==> config.mk <==
export PLATFORM = sky130hd
export DESIGN_NAME = cpcr_regs
export DESIGN_NICKNAME = d
export VERILOG_FILES = /design/src/design/cpcr_pkg.sv /design/src/design/cpcr_coef_pair.sv /design/src/design/cpcr_regs.sv
export SDC_FILE = /design/constraint.sdc
export NUM_CORES = 1
export LEC_CHECK = 0
export BUFFER_PORTS_ARGS = -buffer_cell sky130_fd_sc_hd__buf_2
export CAP_MARGIN = 20
export CORE_MARGIN = 1
export CORE_UTILIZATION = 35
export CTS_CLUSTER_DIAMETER = 120
export DETAILED_ROUTE_END_ITERATION = 16
export GPL_TIMING_DRIVEN = 0
export HOLD_SLACK_MARGIN = 0.1
export PLACE_DENSITY = 0.54
export SLEW_MARGIN = 20
export SYNTH_ARGS = -nofsm -noshare
export SYNTH_HDL_FRONTEND = slang
export SYNTH_SLANG_ARGS = --single-unit
==> constraint.sdc <==
create_clock -name ref_clk -period 2.93 [get_ports ref_clk]
set_clock_uncertainty 0.05 [all_clocks]
set_input_delay 0.293 -clock ref_clk [delete_from_list [all_inputs] [get_ports ref_clk]]
set_output_delay 0.293 -clock ref_clk [all_outputs]
set_load 0.03 [all_outputs]
==> src/design/cpcr_pkg.sv <==
package cpcr_pkg;
	localparam logic [6:0] CPCR_IDX_PAGE_SEL   = 7'h00;
	localparam logic [6:0] CPCR_IDX_COEF0_HIGH = 7'h01;
	localparam logic [6:0] CPCR_IDX_COEF0_LOW  = 7'h02;
	localparam logic [6:0] CPCR_IDX_COEF1_HIGH = 7'h03;
	localparam logic [6:0] CPCR_IDX_COEF1_LOW  = 7'h04;
	localparam logic [6:0] CPCR_IDX_BYPASS     = 7'h6C;
	localparam logic [6:0] CPCR_IDX_DAC_CUR    = 7'h6D;
	localparam logic [6:0] CPCR_IDX_RSVD_FIRST = 7'h6E;
	localparam logic [7:0] CPCR_RST_PAGE_SEL   = 8'h00;
	localparam logic [7:0] CPCR_RST_COEF0_HIGH = 8'h6B;
	localparam logic [7:0] CPCR_RST_COEF0_LOW  = 8'hE3;
	localparam logic [7:0] CPCR_RST_COEF1_HIGH = 8'h96;
	localparam logic [7:0] CPCR_RST_COEF1_LOW  = 8'h66;
	localparam logic [7:0] CPCR_RST_BYPASS     = 8'h00;
	localparam logic [1:0] CPCR_RST_DAC_CUR    = 2'h0;
	localparam int         CPCR_DAC_CUR_LSB    = 6;
	localparam logic [1:0] CPCR_DAC_CUR_DEFAULT = 2'h0;
	localparam logic [1:0] CPCR_DAC_CUR_PLUS50  = 2'h1;
	localparam logic [1:0] CPCR_DAC_CUR_RSVD    = 2'h2;
	localparam logic [1:0] CPCR_DAC_CUR_PLUS100 = 2'h3;
	typedef struct packed {
		logic [15:0] coef;
	} cpcr_coef_state_t;
	typedef struct packed {
		logic        page;
		logic [7:0]  bypass;
		logic [1:0]  dac_cur;
		logic [7:0]  rdata;
		logic        rvalid;
	} cpcr_state_t;
endpackage : cpcr_pkg

==> src/design/cpcr_coef_pair.sv <==
`timescale 1ns/1ps
module cpcr_coef_pair
	import cpcr_pkg::*;
#(
	parameter logic [7:0] RST_HIGH = 8'h00,
	parameter logic [7:0] RST_LOW  = 8'h00
) (
	input  wire logic               clk,
	input  wire logic               rst_n,
	input  wire logic               wr_high,
	input  wire logic               wr_low,
	input  wire logic [7:0]         wdata,
	output logic signed [15:0]      coef
);
	cpcr_coef_state_t state_reg;
	cpcr_coef_state_t state_next;

	always_comb begin
		state_next = state_reg;
		if (wr_high) begin
			state_next.coef[15:8] = wdata;
		end
		if (wr_low) begin
			state_next.coef[7:0] = wdata;
		end
	end

	always_ff @(posedge clk or negedge rst_n) begin
		if (!rst_n) begin
			state_reg.coef <= {RST_HIGH, RST_LOW};
		end else begin
			state_reg <= state_next;
		end
	end

	// high byte is the sign-carrying half of a two's-complement word
	assign coef = $signed(state_reg.coef);
endmodule : cpcr_coef_pair

==> src/design/cpcr_regs.sv <==
`timescale 1ns/1ps
module cpcr_regs
	import cpcr_pkg::*;
(
	input  wire logic               ref_clk,
	input  wire logic               rst_b,
	input  wire logic               reg_wr,
	input  wire logic               reg_rd,
	input  wire logic [6:0]         reg_idx,
	input  wire logic [7:0]         reg_wdata,
	output logic [7:0]              reg_rdata,
	output logic                    reg_rvalid,
	output logic                    active_page,
	output logic                    right_in_b_neg,
	output logic                    right_in_b_pos,
	output logic                    right_in_a_neg,
	output logic                    right_in_a_pos,
	output logic                    left_in_b_neg,
	output logic                    left_in_b_pos,
	output logic                    left_in_a_neg,
	output logic                    left_in_a_pos,
	output logic [1:0]              dac_current_sel,
	output logic signed [15:0]      left_fx_coef0,
	output logic signed [15:0]      left_fx_coef1
);
	logic        rst_sync1_reg;
	logic        rst_sync2_reg;
	logic        rst_n;
	cpcr_state_t state_reg;
	cpcr_state_t state_next;
	logic        p1_wr;
	logic        p0_wr;
	logic [15:0] coef0_q;
	logic [15:0] coef1_q;
	logic        hit_page_sel;
	logic        hit_coef0_high;
	logic        hit_coef0_low;
	logic        hit_coef1_high;
	logic        hit_coef1_low;
	logic        hit_bypass;
	logic        hit_dac_cur;
	logic        hit_rsvd;
	logic        wr_page_sel;
	logic        wr_coef0_high;
	logic        wr_coef0_low;
	logic        wr_coef1_high;
	logic        wr_coef1_low;
	logic        wr_bypass;
	logic        wr_dac_cur;
	logic [7:0]  rd_page0_data;
	logic [7:0]  rd_page1_data;

	always_ff @(posedge ref_clk or negedge rst_b) begin
		if (!rst_b) begin
			rst_sync1_reg <= 1'b0;
			rst_sync2_reg <= 1'b0;
		end else begin
			rst_sync1_reg <= 1'b1;
			rst_sync2_reg <= rst_sync1_reg;
		end
	end
	assign rst_n = rst_sync2_reg;

	// page bit qualifies every strobe except index 0
	assign p0_wr = reg_wr && !state_reg.page;
	assign p1_wr = reg_wr && state_reg.page;

	// index decode shared by the write strobes and the read mux
	assign hit_page_sel   = (reg_idx == CPCR_IDX_PAGE_SEL);
	assign hit_coef0_high = (reg_idx == CPCR_IDX_COEF0_HIGH);
	assign hit_coef0_low  = (reg_idx == CPCR_IDX_COEF0_LOW);
	assign hit_coef1_high = (reg_idx == CPCR_IDX_COEF1_HIGH);
	assign hit_coef1_low  = (reg_idx == CPCR_IDX_COEF1_LOW);
	assign hit_bypass     = (reg_idx == CPCR_IDX_BYPASS);
	assign hit_dac_cur    = (reg_idx == CPCR_IDX_DAC_CUR);
	assign hit_rsvd       = (reg_idx >= CPCR_IDX_RSVD_FIRST);

	// index 0 ignores the page bit so the host can always switch back
	assign wr_page_sel   = reg_wr && hit_page_sel;
	assign wr_coef0_high = p1_wr && hit_coef0_high;
	assign wr_coef0_low  = p1_wr && hit_coef0_low;
	assign wr_coef1_high = p1_wr && hit_coef1_high;
	assign wr_coef1_low  = p1_wr && hit_coef1_low;
	assign wr_bypass     = p0_wr && hit_bypass;
	assign wr_dac_cur    = p0_wr && hit_dac_cur;

	// coefficient bytes latch independently; pairing discipline stays with host
	cpcr_coef_pair #(
		.RST_HIGH (CPCR_RST_COEF0_HIGH),
		.RST_LOW  (CPCR_RST_COEF0_LOW)
	) u_coef0 (
		.clk     (ref_clk),
		.rst_n   (rst_n),
		.wr_high (wr_coef0_high),
		.wr_low  (wr_coef0_low),
		.wdata   (reg_wdata),
		.coef    (coef0_q)
	);

	cpcr_coef_pair #(
		.RST_HIGH (CPCR_RST_COEF1_HIGH),
		.RST_LOW  (CPCR_RST_COEF1_LOW)
	) u_coef1 (
		.clk     (ref_clk),
		.rst_n   (rst_n),
		.wr_high (wr_coef1_high),
		.wr_low  (wr_coef1_low),
		.wdata   (reg_wdata),
		.coef    (coef1_q)
	);

	// page-1 read mux; indices past the coefficients read zero
	always_comb begin
		rd_page1_data = 8'h00;
		case (1'b1)
			hit_coef0_high: begin
				rd_page1_data = coef0_q[15:8];
			end
			hit_coef0_low: begin
				rd_page1_data = coef0_q[7:0];
			end
			hit_coef1_high: begin
				rd_page1_data = coef1_q[15:8];
			end
			hit_coef1_low: begin
				rd_page1_data = coef1_q[7:0];
			end
			default: begin
				rd_page1_data = 8'h00;
			end
		endcase
	end

	// page-0 read mux; dac bits 5..0 are not stored and read zero
	always_comb begin
		rd_page0_data = 8'h00;
		if (hit_bypass) begin
			rd_page0_data = state_reg.bypass;
		end else if (hit_dac_cur) begin
			rd_page0_data = {state_reg.dac_cur, 6'h00};
		end else if (hit_rsvd) begin
			rd_page0_data = 8'h00;
		end else begin
			rd_page0_data = 8'h00;
		end
	end

	always_comb begin
		state_next = state_reg;
		state_next.rvalid = reg_rd;
		if (wr_page_sel) begin
			state_next.page = reg_wdata[0];
		end
		if (wr_bypass) begin
			state_next.bypass = reg_wdata;
		end
		if (wr_dac_cur) begin
			// reserved code 10 is stored as written; the analog side treats it as default
			state_next.dac_cur = reg_wdata[CPCR_DAC_CUR_LSB +: 2];
		end
		state_next.rdata = 8'h00;
		if (reg_rd) begin
			if (hit_page_sel) begin
				state_next.rdata = {7'h00, state_reg.page};
			end else if (state_reg.page) begin
				state_next.rdata = rd_page1_data;
			end else begin
				state_next.rdata = rd_page0_data;
			end
		end
	end

	always_ff @(posedge ref_clk or negedge rst_n) begin
		if (!rst_n) begin
			state_reg.page    <= CPCR_RST_PAGE_SEL[0];
			state_reg.bypass  <= CPCR_RST_BYPASS;
			state_reg.dac_cur <= CPCR_RST_DAC_CUR;
			state_reg.rdata   <= 8'h00;
			state_reg.rvalid  <= 1'b0;
		end else begin
			state_reg <= state_next;
		end
	end

	assign reg_rdata       = state_reg.rdata;
	assign reg_rvalid      = state_reg.rvalid;
	assign active_page     = state_reg.page;
	assign right_in_b_neg  = state_reg.bypass[7];
	assign right_in_b_pos  = state_reg.bypass[6];
	assign right_in_a_neg  = state_reg.bypass[5];
	assign right_in_a_pos  = state_reg.bypass[4];
	assign left_in_b_neg   = state_reg.bypass[3];
	assign left_in_b_pos   = state_reg.bypass[2];
	assign left_in_a_neg   = state_reg.bypass[1];
	assign left_in_a_pos   = state_reg.bypass[0];
	assign dac_current_sel = state_reg.dac_cur;
	assign left_fx_coef0   = $signed(coef0_q);
	assign left_fx_coef1   = $signed(coef1_q);
endmodule : cpcr_regs

Yosys cells after proc, flatten, opt, wreduce, memory -nomap -nowiden. Index checks and enable logic that the tools add are counted.

Flip-flop bits (word level): 54. Input port bits: 19. Output and inout port bits: 52. Word-level logic and storage cells: 37.

Equality and inequality tests: 6. Mux-type cells: 9. Reduce and logical (&&, ||, !) cells: 11.

Operator list (count): 2-to-1 mux 8 bit (9); == test 7 x 2 -> 1 bit (second input constant) (2); == test 7 bit (second input constant) (2); logical AND 1 bit (9); == test 7 x 1 -> 1 bit (second input constant) (1); == test 7 x 3 -> 1 bit (second input constant) (1); logical NOT 7 bit (1); logical NOT 1 bit (1).

Logic depth before layout (Yosys ltp). Gate-level depths: netlist of run 1.

Depth in word-level cells: 8. Mapped depth: 5.

By module. A second synthesis of run 1 with hierarchy kept.

Cells, all modules: 171. Area total of the unflattened synthesis: 2551.2 um^2.

By module, submodules not included: cpcr_regs (instances 1, cells an instance 103, area each 1202.4 um^2); cpcr_coef_pair at u_coef0 (instances 1, cells an instance 34, area each 675.6 um^2); cpcr_coef_pair at u_coef1 (instances 1, cells an instance 34, area each 673.1 um^2).

Least setup slack after synthesis of run 1. OpenSTA, ideal clock, no wires.

Kind: register to register. Start point: register state_reg (netlist bit active_page). End point: register state_reg (netlist bit left_in_a_neg). Library setup time: 0.125 ns. Arrival: 1.574 ns. Required time: 2.755 ns. Slack: 1.181 ns. Cell stages (with the launch flop): 6. Path buffers: 2. Period minus slack after synthesis: 1.749 ns. Cells stage by stage: dfrtp_1 and4b_1 buf_6 and4_4 buf_6 mux2_4.

Cells in the longest elaborated chain, start to end: 3.

RTL lines: start: declaration (line cpcr_regs.sv:29) `cpcr_state_t state_reg;`; start signal: assignment (line cpcr_regs.sv:181) `state_reg <= state_next;`; logical NOT 1 bit (line cpcr_regs.sv:65) `assign p0_wr = reg_wr && !state_reg.page;`; logical AND 1 bit (line cpcr_regs.sv:65); logical AND 1 bit (line cpcr_regs.sv:84) `assign wr_bypass = p0_wr && hit_bypass;`.

Every way passes these cells. A chain may end at the register's enable or synchronous reset.

==> results of run 1 <==
==> logic make-up after synthesis <==
logic type / after synthesis
buffers and inverters: 14
DFF: 54
and+or+nand+nor: 43
other: 1
muxes: 53
AOI/OAI and AO/OA: 16
==> metrics by stage <==
stage               hold slack (ns)  cells
detailed placement          0.02957    347
floorplan                  -0.05259    181
global placement            0.02898    347
CTS                          0.2182    357
global route                 0.2294    357
finish                       0.2290    357
==> how the worst max path moves through the flow <==
stage / start / to / slack, ns
after floorplan: active_page / left_in_a_neg / 1.18
after global placement: rst_n / reg_rdata[1] / 0.59
after detailed placement: reg_idx[1] / reg_rdata[5] / 0.97
after CTS: reg_rd / reg_rdata[4] / 1.15
after global routing: reg_rd / reg_rdata[4] / 0.94
final: reg_rd / reg_rdata[4] / 1.09
==> metal layers <==
| layer | GRT usage | vias to the layer above | share of wire |
|---|---|---|---|
| li1 | - | 844 | - |
| met1 | 0.2628 | 899 | 0.49 |
| met2 | 0.2656 | 54 | 0.45 |
| met3 | 0.02733 | 10 | 0.035 |
| met4 | 0.08048 | 0 | 0.018 |
| met5 | 0 | - | 0 |
==> repair_timing <==
action                                  in CTS  in global routing
endpoints found under the setup margin       0                  0
hold buffers                                 2                  0
hold endpoints to repair                     3                  0
buffers inserted                             0                  0
==> cell usage in the layout, fill, tap and decap left out, drive strengths merged <==
master	n
nor4	1
and4bb	4
mux2	51
nor2b	3
o21ai	6
dlygate4sd3	2
nand4b	2
nor3b	2
and4	4
a221oi	1
or3	1
buf	79
and4b	2
o22ai	2
clkbuf	13
nand4	8
conb	1
dfrtp	36
a211oi	7
nand3	1
nand2b	1
and2b	1
nor4bb	10
nor2	2
and2	1
dfstp	18
mux2i	2
==> layout make-up <==
type,count,area (um^2)
fillers,646,3772
flip-flops and latches,54,1378
multi-input cells,113,1104
repair buffers,72,370.4
well taps,96,120.1
clock buffers,8,110.1
plain buffers,14,90.09
==> report_power, final <==
group          switching (mW)  total (mW)  internal [mW]  leakage, nW
Clock                   0.237       0.476          0.239       0.0575
Sequential             0.0279       0.794          0.766        0.677
Combinational          0.0888       0.146         0.0569        0.832
==> critical path, stage by stage <==
cell and delay, ns:
dlygate4sd3_1 0.53, buf_2 0.15, nor3b_1 0.73, nand4_1 0.16, o21ai_0 0.13
==> impl_metrics.py, run 1 <==
metrics = {
    "outcome": {
        "status": "finished clean",
    },
    "sta": {
        "finalSetupViolCount": 0,
        "fmax_ghz": 0.5441,
        "maxSlewHeadroom": 0.4155,
        "period_share": 0.6272,
        "post-route-min-period_ns": 1.838,
        "drv_slew": 0,
        "rsz0062_at_grt": "false",
        "finalWorstSetupSlack_ns": 1.092,
        "hold_viol": 0,
        "setup_tns_ns": 0,
        "tightest_slew_ns": 0.8748,
    },
    "placement": {
        "port_buffers": 70,
        "place_area_mm2": 0.003042,
        "hpwl_mm": 4.388,
        "post-place-ws_ns": 0.9739,
        "place_congestion": 0.7849,
    },
    "clocking": {
        "cts_buffers": 5,
        "path_clk_slew_ns": 0.09,
        "ctsResizeCount": 0,
        "htreeDepth": 2,
        "cts_buffer_depth": 2,
        "clk_latency_ns": 0.30,
        "clockRootBuffer": "clkbuf_8",
        "clock-sinks": 54,
        "cts_tree": "yes",
    },
    "synthesis": {
        "synth_xor_area_frac": 0,
        "synth_area_leaders": "dfrtp_1, dfstp_2, mux2_2",
        "synthMuxAreaShare": 0.2432,
        "ys_warn_count": 0,
        "netlist_instances": 181,
        "synth_cell_type_count": 33,
        "synth_top_cell_area_share": 0.3509,
        "synth_edf_count": 0,
        "syn_area_per_cell_um2": 14.18,
        "ys.flop_type": "dfrtp_1",
        "syn_nets": 200,
        "synth_top_cells_by_count": "mux2_2, dfrtp_1, dfstp_2",
        "synth_most_common_cell": "mux2_2",
        "ys_ff_latch": 54,
        "synth-simple-area-share": 0.1447,
        "synth_seq_area_share": 0.5351,
        "synth_compound_area_frac": 0.04045,
        "synth_top_family_by_area": "multiplexers",
        "ys_async_sr_fraction": 1.000,
        "synthAdderAreaFrac": 0,
        "synth_area_leader_cell": "dfrtp_1",
        "syn_area_mm2": 0.002567,
    },
    "detailed_routing": {
        "ant_nets": 0,
        "wl_per_cell_um": 18.19,
        "viasPerCell": 5.062,
        "firstDrtPassIters": 4,
        "totalWireLength_mm": 6.493,
        "drc_errors": 0,
        "num_vias": 1807,
        "drt-initial-drc-count": 78,
    },
    "finish": {
        "finalNetCount": 279,
        "final_layout_size_suffix_gt1_frac": 0.6284,
        "insertedDiodeCount": 0,
        "fin_area_mm2": 0.003172,
        "synthToLayoutAreaGrowth_pct": 23.54,
        "fin_util": 0.4568,
    },
    "grt": {
        "grt_pass1_vias": 1800,
        "grt_overflow": 0,
        "antenna_found_initial": 0,
        "track_usage": 0.1806,
        "grt_max_degree": 53,
        "grt_pass1_wl_mm": 10.10,
    },
    "min_path": {
        "hp-class": "input pin to register",
        "worstHoldStart": "reg_wdata[2]",
        "min_to": "left_in_b_pos",
        "holdPathStages": 2,
    },
    "die": {
        "dieArea_mm2": 0.007683,
        "die_width_um": 87.65,
        "rows": 30,
        "initial_core_util": 0.3697,
        "chipHeight_um": 87.65,
        "ios": 71,
        "core_area_mm2": 0.006944,
    },
    "worst_setup_path": {
        "cp-end-kind": "register",
        "critPathArrivalTime_ns": 2.00,
        "regToRegSetupSlack_ns": 1.17,
        "crit_path_start_kind": "input pin",
        "required_ns": 3.09,
        "critPathMaxFanout": 6,
        "rr_endpoint": "left_in_b_neg",
        "path_class": "input pin to register",
        "r2r_cells": 5,
        "reg2reg_from": "active_page",
    },
    "run": {
        "drv_cap": 0,
    },
    "power_and_ir_drop": {
        "powerDensity_mw_per_mm2": 446.4,
        "p_leak_nw": 1.566,
        "report.power.total_mw": 1.416,
        "peakVddDrop_v": 0.0002140,
    },
}
No activity file was read; power rests on OpenSTA's default activity.
==> run 2: changes to the inputs <==
Settings changed: PLACE_DENSITY 0.54 to 0.56.
Clock period 2.93 ns to 1.65 ns, I/O delays scaled along.
==> impl_metrics.py, run 2 (synthesized netlist as in run 1, its figures left out) <==
metrics = {
    "worst_setup_path": {
        "critical-path-slowest-cell": "dfrtp_2",
        "critPathMaxFanout": 8,
        "crit_path_start_kind": "register",
        "path_class": "register to register",
        "cp-end-kind": "register",
        "required_ns": 1.81,
        "critPathArrivalTime_ns": 1.75,
        "crit_chain": "and4b_1 -> buf_6 -> and4_4 -> buf_12 -> mux2_4",
        "critical-path-max-stage-delay_ns": 0.41,
    },
    "sta": {
        "fmax_ghz": 0.6271,
        "period_share": 0.9665,
        "post-route-min-period_ns": 1.595,
        "setup_tns_ns": 0,
        "drv_slew": 0,
        "maxSlewHeadroom": 0.5587,
        "rsz0062_at_grt": "false",
        "finalSetupViolCount": 0,
        "finalWorstSetupSlack_ns": 0.05527,
        "tightest_slew_ns": 0.6619,
        "hold_viol": 0,
        "whs_ns": 0.1033,
    },
    "clocking": {
        "cts_buffer_depth": 2,
        "cts_tree": "yes",
        "htreeDepth": 2,
        "cts_buffers": 5,
        "path_clk_slew_ns": 0.10,
        "clockRootBuffer": "clkbuf_8",
        "clk_latency_ns": 0.32,
        "clock-sinks": 54,
    },
    "placement": {
        "placed_cells": 347,
        "port_buffers": 70,
        "hpwl_mm": 4.467,
        "place_congestion": 0.8327,
        "place_area_mm2": 0.003047,
        "post-place-ws_ns": -0.2013,
    },
    "grt": {
        "grt_pass1_vias": 1942,
        "grt_overflow": 0,
        "antenna_found_initial": 0,
        "grt_max_degree": 53,
        "track_usage": 0.1836,
        "grt_pass1_wl_mm": 10.34,
    },
    "outcome": {
        "status": "finished clean",
    },
    "detailed_routing": {
        "viasPerCell": 5.117,
        "totalWireLength_mm": 6.561,
        "ant_nets": 0,
        "drc_errors": 0,
        "num_vias": 1878,
        "wl_per_cell_um": 17.88,
        "drt-initial-drc-count": 55,
        "firstDrtPassIters": 4,
    },
    "power_and_ir_drop": {
        "powerDensity_mw_per_mm2": 749.7,
        "p_leak_nw": 1.600,
        "peakVddDrop_v": 0.0003545,
        "report.power.total_mw": 2.443,
    },
    "die": {
        "ios": 71,
        "initial_core_util": 0.3697,
        "core_area_mm2": 0.006944,
        "dieArea_mm2": 0.007683,
        "chipHeight_um": 87.65,
        "die_width_um": 87.65,
        "rows": 30,
    },
    "finish": {
        "final_cell_mix": "buf_2, mux2_2, dfrtp_1",
        "ff_latch_area_mm2": 0.001379,
        "synthToLayoutAreaGrowth_pct": 26.95,
        "final_common_cell": "buf_2",
        "finalNetCount": 289,
        "fin_cells": 367,
        "insertedDiodeCount": 0,
        "final_layout_size_suffix_gt1_frac": 0.6236,
        "fillerInstances": 656,
        "fin_area_mm2": 0.003259,
        "fin_util": 0.4694,
        "multi_input_area_mm2": 0.001109,
    },
    "min_path": {
        "hp-class": "input pin to register",
    },
    "run": {
        "drv_cap": 0,
    },
}
[run 2: path summary, 6_finish.rpt]
check / end / start / cells past startpoint / slack [ns]
worst max-delay path: right_in_b_pos / active_page / 5 / 0.06
worst min-delay path: right_in_b_neg / reg_wdata[7] / 2 / 0.10
worst max register to register: right_in_b_pos / active_page / 5 / 0.06
worst min register to register: rst_n / rst_sync1_reg / 0 / 0.31
max in group asynchronous: active_page / rst_n / 0 / 0.75
min in group asynchronous: u_coef0.coef[4] / rst_n / 0 / 0.33
[run 2: critical path, delay by kind of cell (launching register included)]
kind          cells  cell delay (ns)
buf+inv           2             0.25
flops             1             0.41
mux               1             0.30
simple gates      2             0.47
[run 2: layout make-up]
type | count | area share
sequential | 54 | 0.4230
multi-input combinational | 113 | 0.3401
timing repair buffer | 82 | 0.1420
tap | 96 | 0.03685
buffer | 14 | 0.03033
clock buffer | 5 | 0.02111
clock inverter | 3 | 0.006526
[run 2: timing repair]
action | in CTS | in global routing
endpoints found under the setup margin | 8 | 6
endpoints found under the hold margin | 29 | 0
resized for setup | 1 | 1
hold buffers | 9 | 0
setup buffers | 3 | 0
[run 2: power by group]
part | leakage [nW] | internal [mW] | switching (mW)
clock | 0.0441 | 0.299 | 0.453
sequential | 0.675 | 1.36 | 0.0487
combinational | 0.881 | 0.117 | 0.164
total | 1.60 | 1.78 | 0.666
[run 2: per-layer routing]
layer | up-vias | part of all wire | wire (um) | GRT usage
met4 | 0 | 0.017 | 112 | 0.06259
li1 | 869 | - | - | -
met5 | - | 0 | 0 | 0
met2 | 50 | 0.48 | 3122 | 0.2962
met3 | 10 | 0.035 | 229 | 0.02733
met1 | 949 | 0.47 | 3096 | 0.2537
==> run 3: changes to the inputs <==
Settings changed: ABC_AREA set to 1.
==> impl_metrics.py, run 3 <==
metrics = {
    "outcome": {
        "status": "finished clean",
    },
    "die": {
        "initial_core_util": 0.3631,
        "core_area_mm2": 0.007253,
        "die_width_um": 88.75,
        "dieArea_mm2": 0.007876,
        "rows": 31,
        "ios": 71,
        "chipHeight_um": 88.75,
    },
    "finish": {
        "multi_input_area_mm2": 0.001070,
        "insertedDiodeCount": 0,
        "final_cell_mix": "nand2_1, buf_2, dfrtp_1",
        "final_layout_size_suffix_gt1_frac": 0.3727,
        "synthToLayoutAreaGrowth_pct": 22.76,
        "final_common_cell": "nand2_1",
        "fillerInstances": 741,
        "fin_util": 0.4457,
        "finalNetCount": 399,
        "ff_latch_area_mm2": 0.001378,
    },
    "clocking": {
        "cts_buffers": 5,
        "htreeDepth": 2,
        "path_clk_slew_ns": 0.09,
        "cts_tree": "yes",
        "clock-sinks": 54,
        "clockRootBuffer": "clkbuf_8",
        "cts_buffer_depth": 2,
        "clk_latency_ns": 0.30,
    },
    "grt": {
        "grt_pass1_vias": 2018,
        "grt_max_degree": 53,
        "grt_pass1_wl_mm": 10.26,
        "track_usage": 0.1804,
        "grt_overflow": 0,
        "antenna_found_initial": 0,
    },
    "sta": {
        "finalSetupViolCount": 0,
        "tightest_slew_ns": 0.6736,
        "rsz0062_at_grt": "false",
        "maxSlewHeadroom": 0.5509,
        "fmax_ghz": 0.7124,
        "hold_viol": 0,
        "drv_slew": 0,
        "setup_tns_ns": 0,
        "period_share": 0.8507,
        "post-route-min-period_ns": 1.404,
    },
    "synthesis": {
        "synth_top_cell_area_share": 0.3420,
        "synth_most_common_cell": "nand2_1",
        "netlist_instances": 300,
        "ys_ff_latch": 54,
        "ys_warn_count": 0,
        "syn_area_mm2": 0.002634,
        "synth_cell_type_count": 29,
        "ys_async_sr_fraction": 1.000,
        "synth_top_cells_by_count": "nand2_1, dfrtp_1, nand3_1",
        "synth_edf_count": 0,
        "synth_seq_area_share": 0.5216,
        "syn_nets": 319,
        "ys.flop_type": "dfrtp_1",
        "synth_area_leader_cell": "dfrtp_1",
        "syn_area_per_cell_um2": 8.779,
        "synth_area_leaders": "dfrtp_1, dfstp_2, nand2_1",
    },
    "placement": {
        "port_buffers": 70,
        "place_congestion": 0.8045,
        "hpwl_mm": 4.984,
    },
    "detailed_routing": {
        "viasPerCell": 4.550,
        "drt-initial-drc-count": 125,
        "totalWireLength_mm": 6.605,
        "wl_per_cell_um": 13.76,
        "num_vias": 2184,
        "ant_nets": 0,
        "firstDrtPassIters": 4,
        "drc_errors": 0,
    },
    "worst_setup_path": {
        "critPathMaxFanout": 10,
        "crit_chain": "dlygate4sd3_1 -> buf_2 -> nand2_1 -> inv_2 -> nand3_2 -> buf_6 -> o21ai_0",
        "cp-end-kind": "register",
        "critPathArrivalTime_ns": 1.58,
        "path_class": "input pin to register",
        "crit_path_start_kind": "input pin",
        "critical-path-slowest-cell": "dlygate4sd3_1",
        "critPathLaunch": "reg_wr",
        "critical-path-max-stage-delay_ns": 0.51,
        "reg2reg_from": "active_page",
        "required_ns": 1.83,
    },
    "run": {
        "drv_cap": 0,
    },
    "power_and_ir_drop": {
        "p_leak_nw": 1.686,
        "powerDensity_mw_per_mm2": 802.5,
        "peakVddDrop_v": 0.0004236,
    },
    "min_path": {
        "hp-class": "input pin to async pin",
    },
}
run 3: cell types whose count changed after synthesis, moves of 7 or more:
cell and delta:
a211oi_1 -7, inv_1 +22, mux2_2 -42, mux2_4 -8, nand2_1 +92, nand3_1 +30
nand4_1 -8, nor2_1 +14, nor4bb_1 -10, o21ai_0 +10, o21ai_1 +12, o21ai_2 +15
run 3: where the power goes:
group	internal (mW)	switching, mW	total (mW)
Combinational	0.117	0.275	0.392
Sequential	1.38	0.0572	1.44
Clock	0.340	0.424	0.764
Total	1.84	0.756	2.59
run 3: per-stage QoR:
stage          instance area (um^2)  setup WS (ns)  power (mW)  hold WS [ns]  instances
6_report                       3233         0.2463       2.595        0.1024        480
5_1_grt                        3233        0.09747       2.711        0.1043        480
4_1_cts                        3233         0.1361       2.624        0.1098        480
3_5_place_dp                   3112         0.1710       1.855      -0.09697        469
3_3_place_gp                   3108        -0.6551       1.848      -0.09803        469
2_1_floorplan                  2634        0.01687       1.718       -0.1806        300
run 3: cell families after synthesis:
family	count (synthesis)	synth area share
AND/OR/NAND/NOR	157	0.2755
flip-flops	54	0.5216
AO/OA/AOI/OAI	53	0.1292
buffers and inverters	35	0.07220
other	1	0.001424
run 3: cell type report:
type,count,area share
plain buffers,9,0.02786
clock buffers,7,0.02670
clock inverters,1,0.001548
inverters,26,0.03096
multi-input cells,211,0.3309
flip-flops and latches,54,0.4261
well taps,99,0.03831
repair buffers,73,0.1176
run 3: repair_timing:
| item | 4_1_cts | 5_1_grt |
|---|---|---|
| setup buffers | 0 | 0 |
| gates resized for setup | 0 | 1 |
| setup endpoints to repair | 0 | 1 |
| endpoints found under the hold margin | 4 | 0 |
| hold buffers | 3 | 0 |
run 3: worst max-delay path, delay by kind of cell:
family,cells,cell delay (ns)
compound gates,1,0.16
buf+inv,4,0.99
simple gates,2,0.25
run 3: path summary, 6_finish.rpt:
| kind | to | slack, ns | cells after the start |
|---|---|---|---|
| worst min-delay path | rst_n | 0.10 | 2 |
| worst max-delay path | u_coef0.coef[1] | 0.25 | 7 |
| min in group ref_clk | u_coef0.coef[9] | 0.16 | 3 |
| worst max register to register | reg_rdata[0] | 0.29 | 4 |
| worst min register to register | rst_n | 0.31 | 0 |
| max in group asynchronous | active_page | 0.77 | 0 |
run 3: metal layers:
metal | track usage | part of all wire
met5 | 0 | 0
met4 | 0.05572 | 0.0088
met2 | 0.2685 | 0.44
met1 | 0.2637 | 0.50
met3 | 0.03638 | 0.045
